File: src/hdl/kse_pkg.sv
// constants, types and timing figures of the keyboard scan encoder
// Functional notes
// - thirty-two entry FIFO keeps codes in order
// - scan every 8 ms, repeat after 96 scans
// - repeated make code every eight scans
// - numeric lock key never auto-repeats
// - press and release debounced one scan
// - pressed key checked again eight scans later
// - code names the key position only
// - make has bit 7 clear, break set
// - numeric lock sends 45H, C5H on press
// - lock indicator LEDs off after reset
// - arriving code raises interrupt request one
// - setting bit 7 acknowledges, selects switches
// - self-test, then AAH after 32 ms low
package kse_pkg;
    // =========================================================
    // timing
    localparam int unsigned KSE_CLK_HZ          = 100_000_000;
    localparam int unsigned KSE_SCAN_MS         = 8;
    localparam int unsigned KSE_NUM_KEYS        = 128;
    localparam int unsigned KSE_SCAN_CYCLES     = KSE_CLK_HZ / 1000 * KSE_SCAN_MS;
    localparam int unsigned KSE_SLOT_CYCLES     = KSE_SCAN_CYCLES / KSE_NUM_KEYS;
    localparam int unsigned KSE_LINK_LOW_MS     = 32;
    // "longer than" the figure: one cycle past it
    localparam int unsigned KSE_LINK_LOW_CYCLES = KSE_CLK_HZ / 1000 * KSE_LINK_LOW_MS + 1;
    localparam logic [6:0]  KSE_REPEAT_DELAY    = 7'h60;
    localparam logic [6:0]  KSE_REPEAT_PERIOD   = 7'h08;
    localparam logic [6:0]  KSE_RECHECK_SCANS   = 7'h08;
    // =========================================================
    // buffer
    localparam int unsigned KSE_CODE_W          = 8;
    localparam int unsigned KSE_FIFO_DEPTH      = 32;
    localparam int unsigned KSE_FIFO_PTR_W      = 5;
    // =========================================================
    // host ports and codes
    localparam logic [7:0]  KSE_ADDR_KEY_CODE   = 8'h60;
    localparam logic [7:0]  KSE_ADDR_PORT_B     = 8'h61;
    localparam int unsigned KSE_PORTB_ACK_BIT   = 7;
    localparam logic [7:0]  KSE_PORTB_RESET     = 8'h00;
    localparam logic [7:0]  KSE_UNMAPPED_READ   = 8'h00;
    localparam logic [7:0]  KSE_CODE_NUM_MAKE   = 8'h45;
    localparam logic [7:0]  KSE_CODE_NUM_BREAK  = 8'hC5;
    localparam logic [7:0]  KSE_CODE_SELFTEST   = 8'hAA;
    localparam logic [7:0]  KSE_BREAK_MASK      = 8'h80;
    // =========================================================
    // types
    typedef enum logic [2:0] {
        KSE_K_IDLE = 3'b000,
        KSE_K_DEB  = 3'b001,
        KSE_K_DOWN = 3'b011,
        KSE_K_RPT  = 3'b010,
        KSE_K_RDEB = 3'b110
    } kse_key_state_t;
    typedef struct packed {
        kse_key_state_t st;
        logic [6:0]     cnt;
    } kse_key_t;
    typedef enum logic [1:0] {
        KSE_P_INIT = 2'b00,
        KSE_P_LINK = 2'b01,
        KSE_P_SCAN = 2'b11
    } kse_phase_t;
endpackage

File: src/hdl/kse_top.sv
// keyboard scan encoder: matrix scan, debounce, repeat, buffer and host code port
`timescale 1ns/1ps
module kse_top #(
    parameter int unsigned SLOT_CYCLES     = kse_pkg::KSE_SLOT_CYCLES,
    parameter int unsigned LINK_LOW_CYCLES = kse_pkg::KSE_LINK_LOW_CYCLES
) (
    input  wire logic        sys_clk,
    input  wire logic        reset,
    input  wire logic [7:0]  rowSense,
    output logic      [15:0] colDrive,
    input  wire logic        linkClk,
    input  wire logic [7:0]  ioAddr,
    input  wire logic        ioRd,
    input  wire logic        ioWr,
    input  wire logic [7:0]  ioWrData,
    output logic      [7:0]  ioRdData,
    input  wire logic [7:0]  boardSwitch,
    output logic      [7:0]  portBOut,
    output logic             keyIrq1,
    output logic             numLockLed,
    output logic             capsLockLed
);
    import kse_pkg::*;

    // =========================================================
    // state
    typedef struct packed {
        kse_phase_t  phase;
        logic [21:0] linkLowCnt;
        logic        linkS1;
        logic        linkS2;
        logic        linkS3;
        logic        linkLevel;
        logic [7:0]  rowS1;
        logic [7:0]  rowS2;
        logic [7:0]  rowS3;
        logic [7:0]  rowStable;
        logic [7:0]  swS1;
        logic [7:0]  swS2;
        logic [7:0]  swS3;
        logic [7:0]  swStable;
        logic [12:0] slotCnt;
        logic [6:0]  pos;
        logic [15:0] colDrive;
        logic        pushValid;
        logic [7:0]  pushData;
        logic        secondPend;
        logic [7:0]  codeLatch;
        logic        latchFull;
        logic        irq;
        logic [7:0]  portB;
        logic [7:0]  rdData;
        logic        ledNum;
        logic        ledCaps;
    } kse_state_t;

    kse_state_t      s;
    kse_state_t      next_s;
    kse_key_t        keyMem [KSE_NUM_KEYS];
    kse_key_t        entry;
    kse_key_t        memData;
    logic            memWe;
    logic            fifoRdValid;
    logic [7:0]      fifoRdData;
    logic            slotEnd;
    logic            hit;
    logic            isNum;
    logic [6:0]      cntInc;
    logic            ackWrite;

    // a bit changes only once the second and third stages agree
    function automatic logic [7:0] agreeUpdate(input logic [7:0] s2,
                                               input logic [7:0] s3,
                                               input logic [7:0] old);
        agreeUpdate = (s2 & ~(s2 ^ s3)) | (old & (s2 ^ s3));
    endfunction

    function automatic logic [15:0] colStrobe(input logic [6:0] p);
        colStrobe = 16'h0001 << p[6:3];
    endfunction

    assign entry    = keyMem[s.pos];
    assign slotEnd  = (s.phase == KSE_P_SCAN) && (s.slotCnt == 13'(SLOT_CYCLES - 1));
    assign hit      = s.rowStable[s.pos[2:0]];
    assign isNum    = {1'b0, s.pos} == KSE_CODE_NUM_MAKE;
    assign cntInc   = entry.cnt + 7'h01;
    assign ackWrite = ioWr && (ioAddr == KSE_ADDR_PORT_B) && ioWrData[KSE_PORTB_ACK_BIT];

    // =========================================================
    // next state
    always_comb begin
        next_s           = s;
        memWe            = 1'b0;
        memData          = '0;
        next_s.pushValid = 1'b0;
        // input synchronisers
        next_s.linkS1    = linkClk;
        next_s.linkS2    = s.linkS1;
        next_s.linkS3    = s.linkS2;
        next_s.linkLevel = agreeUpdate({7'h00, s.linkS2}, {7'h00, s.linkS3},
                                       {7'h00, s.linkLevel}) != 8'h00;
        next_s.rowS1     = rowSense;
        next_s.rowS2     = s.rowS1;
        next_s.rowS3     = s.rowS2;
        next_s.rowStable = agreeUpdate(s.rowS2, s.rowS3, s.rowStable);
        next_s.swS1      = boardSwitch;
        next_s.swS2      = s.swS1;
        next_s.swS3      = s.swS2;
        next_s.swStable  = agreeUpdate(s.swS2, s.swS3, s.swStable);

        case (s.phase)
            KSE_P_INIT: begin
                // RAM self-test: every key slot is written clean once
                memWe      = 1'b1;
                next_s.pos = s.pos + 7'h01;
                if (s.pos == 7'(KSE_NUM_KEYS - 1)) begin
                    next_s.phase = KSE_P_LINK;
                end
            end
            KSE_P_LINK: begin
                if (s.linkLevel) begin
                    next_s.linkLowCnt = '0;
                end else begin
                    next_s.linkLowCnt = s.linkLowCnt + 22'h000001;
                end
                if (s.linkLowCnt == 22'(LINK_LOW_CYCLES - 1)) begin
                    next_s.pushValid = 1'b1;
                    next_s.pushData  = KSE_CODE_SELFTEST;
                    next_s.phase     = KSE_P_SCAN;
                end
            end
            KSE_P_SCAN: begin
                next_s.slotCnt = slotEnd ? 13'h0000 : s.slotCnt + 13'h0001;
                if (s.secondPend) begin
                    next_s.pushValid  = 1'b1;
                    next_s.pushData   = KSE_CODE_NUM_BREAK;
                    next_s.secondPend = 1'b0;
                end
                if (slotEnd) begin
                    // one key per slot, the whole matrix per scan cycle
                    next_s.pos      = s.pos + 7'h01;
                    next_s.colDrive = colStrobe(s.pos + 7'h01);
                    memWe           = 1'b1;
                    memData         = entry;
                    // code is the matrix position, never the keycap
                    next_s.pushData = {1'b0, s.pos};
                    case (entry.st)
                        KSE_K_IDLE: begin
                            if (hit) begin
                                memData.st  = KSE_K_DEB;
                                memData.cnt = 7'h00;
                            end
                        end
                        KSE_K_DEB: begin
                            if (hit) begin
                                memData.st       = KSE_K_DOWN;
                                memData.cnt      = 7'h00;
                                next_s.pushValid = 1'b1;
                                next_s.secondPend = isNum;
                            end else begin
                                memData.st = KSE_K_IDLE;
                            end
                        end
                        KSE_K_DOWN: begin
                            if (entry.cnt < KSE_REPEAT_DELAY) begin
                                memData.cnt = cntInc;
                            end
                            // bounce before the recheck point is ignored
                            if (entry.cnt < KSE_RECHECK_SCANS - 7'h01) begin
                                memData.st = KSE_K_DOWN;
                            end else if (!hit) begin
                                memData.st = KSE_K_RDEB;
                            end else if (cntInc == KSE_REPEAT_DELAY && !isNum) begin
                                memData.st       = KSE_K_RPT;
                                memData.cnt      = 7'h00;
                                next_s.pushValid = 1'b1;
                            end
                        end
                        KSE_K_RPT: begin
                            if (!hit) begin
                                memData.st = KSE_K_RDEB;
                            end else if (cntInc == KSE_REPEAT_PERIOD) begin
                                memData.cnt      = 7'h00;
                                next_s.pushValid = 1'b1;
                            end else begin
                                memData.cnt = cntInc;
                            end
                        end
                        KSE_K_RDEB: begin
                            if (!hit) begin
                                memData.st       = KSE_K_IDLE;
                                memData.cnt      = 7'h00;
                                // numeric lock sent its break at press
                                next_s.pushValid = !isNum;
                                next_s.pushData  = KSE_BREAK_MASK | {1'b0, s.pos};
                            end else begin
                                memData.st = KSE_K_DOWN;
                            end
                        end
                        default: begin
                            memData = '0;
                        end
                    endcase
                end
            end
            default: begin
                next_s.phase = KSE_P_INIT;
            end
        endcase

        // host side: one code stands until acknowledged
        if (ackWrite && s.latchFull) begin
            next_s.latchFull = 1'b0;
            next_s.irq       = 1'b0;
        end
        if (!s.latchFull && fifoRdValid) begin
            next_s.codeLatch = fifoRdData;
            next_s.latchFull = 1'b1;
            next_s.irq       = 1'b1;
        end
        if (ioWr && ioAddr == KSE_ADDR_PORT_B) begin
            next_s.portB = ioWrData;
        end
        if (ioRd) begin
            if (ioAddr == KSE_ADDR_KEY_CODE) begin
                // bit 7 low selects the code, high the board switches
                next_s.rdData = s.portB[KSE_PORTB_ACK_BIT] ? s.swStable
                                                           : s.codeLatch;
            end else if (ioAddr == KSE_ADDR_PORT_B) begin
                next_s.rdData = s.portB;
            end else begin
                next_s.rdData = KSE_UNMAPPED_READ;
            end
        end
        next_s.ledNum  = 1'b0;
        next_s.ledCaps = 1'b0;
    end

    always_ff @(posedge sys_clk) begin
        if (reset) begin
            s          <= '0;
            s.phase    <= KSE_P_INIT;
            s.portB    <= KSE_PORTB_RESET;
            s.colDrive <= 16'h0001;
            s.linkS1   <= 1'b1;
            s.linkS2   <= 1'b1;
            s.linkS3   <= 1'b1;
            s.linkLevel <= 1'b1;
        end else begin
            s <= next_s;
        end
    end

    always_ff @(posedge sys_clk) begin
        if (memWe) begin
            keyMem[s.pos] <= memData;
        end
    end

    // =========================================================
    // type-ahead buffer
    kse_fifo u_fifo (
        .sys_clk (sys_clk),
        .reset   (reset),
        .wrValid (s.pushValid),
        .wrData  (s.pushData),
        .wrReady (),
        .rdValid (fifoRdValid),
        .rdData  (fifoRdData),
        .rdReady (!s.latchFull)
    );

    assign colDrive    = s.colDrive;
    assign ioRdData    = s.rdData;
    assign portBOut    = s.portB;
    assign keyIrq1     = s.irq;
    assign numLockLed  = s.ledNum;
    assign capsLockLed = s.ledCaps;

    // =========================================================
    // checks
    a_irq_on_load: assert property (@(posedge sys_clk) disable iff (reset)
        !s.latchFull && fifoRdValid |=> keyIrq1 && s.codeLatch == $past(fifoRdData))
        else $error("loaded code did not raise the interrupt");
    a_ack_clears_irq: assert property (@(posedge sys_clk) disable iff (reset)
        ackWrite && s.latchFull |=> !keyIrq1 && portBOut[KSE_PORTB_ACK_BIT])
        else $error("acknowledge did not clear the pending code");
    a_hold_until_ack: assert property (@(posedge sys_clk) disable iff (reset)
        s.latchFull && !ackWrite |=> s.latchFull && $stable(s.codeLatch) && keyIrq1)
        else $error("pending code replaced before acknowledge");
    a_code_port_read: assert property (@(posedge sys_clk) disable iff (reset)
        ioRd && ioAddr == KSE_ADDR_KEY_CODE && !portBOut[KSE_PORTB_ACK_BIT]
        |=> ioRdData == $past(s.codeLatch))
        else $error("code port did not return the held code");
    a_numeric_lock_key_pair: assert property (@(posedge sys_clk) disable iff (reset)
        s.pushValid && s.pushData == KSE_CODE_NUM_MAKE
        |=> s.pushValid && s.pushData == KSE_CODE_NUM_BREAK ##1 !s.pushValid)
        else $error("numeric lock press did not send both codes");
    a_break_code: assert property (@(posedge sys_clk) disable iff (reset)
        slotEnd && entry.st == KSE_K_RDEB && !hit && !isNum
        |=> s.pushValid && s.pushData == (KSE_BREAK_MASK | {1'b0, $past(s.pos)}))
        else $error("release did not send the position with bit 7 set");
    a_no_num_repeat: assert property (@(posedge sys_clk) disable iff (reset)
        slotEnd && isNum |-> !(memWe && memData.st == KSE_K_RPT))
        else $error("numeric lock key entered repeat");
    a_repeat_period: assert property (@(posedge sys_clk) disable iff (reset)
        slotEnd && entry.st == KSE_K_RPT && hit && entry.cnt == 7'h07
        |=> s.pushValid && s.pushData[7] == 1'b0)
        else $error("repeat code missing on the eighth scan");
    a_slot_advance: assert property (@(posedge sys_clk) disable iff (reset)
        slotEnd |=> s.pos == $past(s.pos) + 7'h01 && s.slotCnt == 13'h0000)
        else $error("scan did not advance to the next key");
    a_leds_off: assert property (@(posedge sys_clk) disable iff (reset)
        $fell(reset) |-> !numLockLed && !capsLockLed)
        else $error("lock indicators lit after reset");
endmodule // kse_top

File: src/hdl/kse_fifo.sv
// type-ahead code buffer of the keyboard scan encoder
`timescale 1ns/1ps
module kse_fifo (
    input  wire logic                          sys_clk,
    input  wire logic                          reset,
    input  wire logic                          wrValid,
    input  wire logic [kse_pkg::KSE_CODE_W-1:0] wrData,
    output logic                               wrReady,
    output logic                               rdValid,
    output logic [kse_pkg::KSE_CODE_W-1:0]      rdData,
    input  wire logic                          rdReady
);
    import kse_pkg::*;
    typedef struct packed {
        logic [KSE_FIFO_PTR_W:0] wrPtr;
        logic [KSE_FIFO_PTR_W:0] rdPtr;
    } kse_fifo_state_t;
    kse_fifo_state_t                s;
    kse_fifo_state_t                next_s;
    logic [KSE_CODE_W-1:0]          mem [KSE_FIFO_DEPTH];
    logic                           full;
    logic                           empty;

    assign full    = (s.wrPtr[KSE_FIFO_PTR_W-1:0] == s.rdPtr[KSE_FIFO_PTR_W-1:0])
                     && (s.wrPtr[KSE_FIFO_PTR_W] != s.rdPtr[KSE_FIFO_PTR_W]);
    assign empty   = s.wrPtr == s.rdPtr;
    assign wrReady = !full;
    assign rdValid = !empty;
    assign rdData  = mem[s.rdPtr[KSE_FIFO_PTR_W-1:0]];

    always_comb begin
        next_s = s;
        // a full buffer keeps the older codes, the new one is lost
        if (wrValid && !full) begin
            next_s.wrPtr = s.wrPtr + (KSE_FIFO_PTR_W+1)'(1);
        end
        if (rdReady && !empty) begin
            next_s.rdPtr = s.rdPtr + (KSE_FIFO_PTR_W+1)'(1);
        end
    end

    always_ff @(posedge sys_clk) begin
        if (reset) begin
            s <= '0;
        end else begin
            s <= next_s;
        end
    end

    always_ff @(posedge sys_clk) begin
        if (wrValid && !full) begin
            mem[s.wrPtr[KSE_FIFO_PTR_W-1:0]] <= wrData;
        end
    end

    a_fifo_full_drop: assert property (@(posedge sys_clk) disable iff (reset)
        full && !rdReady |=> $stable(s.wrPtr) && full)
        else $error("write into a full buffer moved the write pointer");
    a_fifo_depth_bound: assert property (@(posedge sys_clk) disable iff (reset)
        (s.wrPtr - s.rdPtr) <= (KSE_FIFO_PTR_W+1)'(KSE_FIFO_DEPTH))
        else $error("buffer holds more than its depth");
endmodule // kse_fifo

File: config.mk
export PLATFORM = sky130hd
export DESIGN_NAME = kse_top
export DESIGN_NICKNAME = d
export VERILOG_FILES = /design/src/hdl/kse_pkg.sv /design/src/hdl/kse_top.sv /design/src/hdl/kse_fifo.sv
export SDC_FILE = /design/constraint.sdc
export NUM_CORES = 2
export LEC_CHECK = 0
export BUFFER_PORTS_ARGS = -buffer_cell sky130_fd_sc_hd__buf_2
export CAP_MARGIN = 20
export CORE_ASPECT_RATIO = 0.6
export CORE_MARGIN = 2
export CORE_UTILIZATION = 45
export DETAILED_ROUTE_END_ITERATION = 10
export PLACE_DENSITY = 0.71
export SLEW_MARGIN = 10
export SYNTH_ARGS = -nofsm -noshare
export SYNTH_HDL_FRONTEND = slang
export SYNTH_SLANG_ARGS = --single-unit
File: constraint.sdc
create_clock -name sys_clk -period 32.4 [get_ports sys_clk]
set_input_delay 3.24 -clock sys_clk [delete_from_list [all_inputs] [get_ports sys_clk]]
set_output_delay 3.24 -clock sys_clk [all_outputs]
set_load 0.01 [all_outputs]
==> impl_metrics.py <==
metrics = {
    "clock_tree": {
        "cts_tree": "done",
        "post_cts_resized": 0,
        "clkSlewWorstSetupHoldPaths_ps": 70,
        "cts_setup_buffers": 0,
        "htreeDepth": 4,
        "clk_path_buf_depth": 3,
        "cts-buffers-inserted": 145,
        "cts-root-buf": "clkbuf_16",
        "clock_latency_ps": 780,
        "clkSinkCount": 1718,
        "cts_hold_buf": 0,
    },
    "yosys": {
        "synth-edff-count": 1536,
        "seq_area_frac_synth_pct": 73.4,
        "syn_inst": 3630,
        "ys_seq_elements": 1718,
        "syn_avg_cell_area_um2": 18.7,
        "yosysMostFrequentCell": "edfxtp_1",
        "synth_top_area_share_pct": 68.0,
        "syn_area_um2": 67800,
        "yosys_warnings": 0,
        "synth.area.top_cells": "edfxtp_1, mux4_2, dfxtp_1",
        "synth_flop_cell": "edfxtp_1",
        "synth_top_area_cell": "edfxtp_1",
        "synthTopCellsByCount": "edfxtp_1, mux4_2, nor2_1",
        "synth_cell_types": 91,
        "synthArstFlopShare_pct": 0,
    },
    "sta": {
        "clock.fmax_ghz": 0.121,
        "period_minus_slack_ps": 8280,
        "worst_pin_slew_ps": 1260,
        "final_hold_viol_count": 0,
        "setup_viol": 0,
        "timing.final.ws_setup_ps": 24120,
        "max_slew_margin_pct": 16.2,
        "rsz0062_at_grt": "false",
        "tns_ps": 0,
        "maxSlewViolCount": 0,
        "min_period_over_period_pct": 25.6,
        "fin_worst_skew_ps": 31.0,
    },
    "layout": {
        "drive_above_1_share_pct": 23.3,
        "area_delta_synth_final_pct": 11.4,
        "finalNetCount": 3849,
    },
    "critical_path": {
        "cp.arrival_ps": 8690,
        "cp_slowest_stage_delay_ps": 890,
        "crit_slowest_cell": "dfxtp_4",
        "cp_common_cell": "buf_4",
        "start_kind": "register",
        "reg2reg_to": "keyMem[106][6]$_DFFE_PP_",
        "crit_path_cell_trace": "buf_4 > buf_4 > buf_12 > mux2i_1 > a22oi_1 > a21oi_1 > a2111oi_0 > or4_4 > ha_1 > inv_1 > a211oi_1 > o21ai_0 > mux2i_1 > nand3_2 > a221oi_1 > nor2_4 > buf_4",
        "worstSetupPathType": "register to register",
        "crit_required_ps": 32810,
        "setup.worst_path.end_class": "register",
        "ff2ff_setup_slack_ps": 24120,
        "rr_worst_depth": 17,
        "path_max_fanout": 93,
    },
    "global_routing": {
        "grt_max_degree": 94,
        "gr-total-overflow": 0,
        "grt_util_all_layers_pct": 22.8,
        "antenna_found_initial": 4,
        "grt_pass1_vias": 34500,
        "grt_pass1_wl_um": 252000,
    },
    "floorplan": {
        "fp.dieW_um": 505,
        "start_util_pct": 45.3,
        "die-area_um2": 154000,
        "core.rowCount": 110,
        "ios": 72,
        "core_um2": 150000,
        "die_h_um": 305,
    },
    "pwr": {
        "vdd_drop_max_mv": 0.0470,
        "p_per_area_nw_per_um2": 62.8,
        "p_leak_nw": 22.7,
    },
    "route": {
        "drt_iter0_drc": 5905,
        "drc": 0,
        "vias": 36400,
        "via_per_inst": 6.14,
        "routedWlPerCell_um": 29.8,
        "drt_wl_total_um": 177000,
        "detail_route.first_pass.iterations": 7,
        "ant_nets": 0,
    },
    "run": {
        "max_cap_viol_count": 0,
    },
    "placed_design": {
        "hpwl_um": 114000,
        "routabilityCongestion": 0.981,
        "dp_slack_ps": 24120,
        "numPortBuffers": 69,
    },
    "run_status": {
        "status": "complete, no violations",
    },
    "min_path": {
        "hold_start": "next_s[140]$_SDFF_PP1_",
        "worstHoldEndpoint": "next_s[139]$_SDFF_PP1_",
        "hp-class": "register to register",
        "whs_path_depth": 1,
    },
}
[metal layers]
layer,wire [um],track usage [%],up-vias
li1,-,-,14800
met4,3740,5.41,4
met5,31,0,-
met1,75400,36.1,18800
met2,69100,28.4,2437
met3,28300,9.45,284
[placed cells by master (no fill, tap or decap), types with 11 or more instances in the layout]
| cell type | count |
|---|---|
| buf_2 | 69 |
| clkinv_2 | 26 |
| a22oi_1 | 74 |
| a21oi_1 | 83 |
| nor3_1 | 21 |
| nand2_1 | 138 |
| xnor2_1 | 17 |
| nor2b_1 | 69 |
| dfxtp_1 | 173 |
| clkinv_1 | 26 |
| inv_1 | 25 |
| bufinv_16 | 12 |
| nor2_1 | 315 |
| nand3_1 | 49 |
| clkbuf_16 | 151 |
| edfxtp_1 | 1536 |
| xor2_1 | 34 |
| and3_1 | 14 |
| buf_4 | 149 |
| or3_1 | 11 |
| ha_1 | 17 |
| o211ai_1 | 11 |
| nand2b_1 | 13 |
| mux2i_1 | 144 |
| o21ai_0 | 57 |
| a211oi_1 | 21 |
| clkbuf_1 | 25 |
| nand4_1 | 29 |
| mux4_2 | 381 |
[metrics by stage]
stage	utilization (%)	hold WS [ps]	cell area, um^2	instances	total power, W
final	50.4	410	75600	5929	0.00475
after global routing	50.4	441	75600	5927	0.00487
after CTS	50.2	414	75200	5895	0.00475
after detailed placement	47.1	398	70500	5632	0.00302
after global placement	46.9	397	70400	5617	0.00301
after floorplan	-	389	67800	3631	0.00286
[worst max-delay path by stage]
stage / to / slack, ps
floorplan: keyMem[0][4]$_DFFE_PP_ / 20050
global placement: keyMem[27][1]$_DFFE_PP_ / 24050
detailed placement: keyMem[17][0]$_DFFE_PP_ / 24120
CTS: keyMem[70][0]$_DFFE_PP_ / 24100
global route: keyMem[106][6]$_DFFE_PP_ / 23800
finish: keyMem[106][6]$_DFFE_PP_ / 24120
[registers in the layout, indices dropped and copies added (netlist names), named ones only]
name,count
keyMem,1280
u_fifo.mem,256
s,80
next_s,34
colDrive,16
u_fifo.s,12
ioRdData,8
portBOut,8
[layout make-up]
type	instances	area, um^2
Multi-Input combinational cell	1660	16700
Clock buffer	185	3990
Fill cell	11800	74300
Inverter	32	120
Tap cell	2016	2520
Timing Repair Buffer	238	1770
Sequential cell	1718	49800
Antenna cell	2	5.00
Clock inverter	78	724
[worst max-delay path, delay by kind of cell, from the launching register on]
kind                       cells  cell delay (ps)
buffers and inverters          5             3120
adders and majority gates      1              220
and+or+nand+nor                3             1210
muxes                          2              400
AOI/OAI and AO/OA              6             1800
DFF                            1              890
[cells by family after synthesis]
| family | after synthesis | synth area share, % |
|---|---|---|
| DFF | 1718 | 73.4 |
| and+or+nand+nor | 725 | 5.10 |
| muxes | 540 | 15.1 |
| AOI/OAI and AO/OA | 325 | 3.21 |
| buffers and inverters | 253 | 2.28 |
| xor gates and xnor gates | 51 | 0.658 |
| adders and majority gates | 17 | 0.314 |
| other | 1 | 0.00553 |
[power by group]
part / switching, W / internal, W / leakage, nW
registers: 0.0000403 / 0.00240 / 14.8
clock network: 0.000792 / 0.000970 / 2.31
logic: 0.000323 / 0.000218 / 5.64
Power figures use the tool's default switching activity.
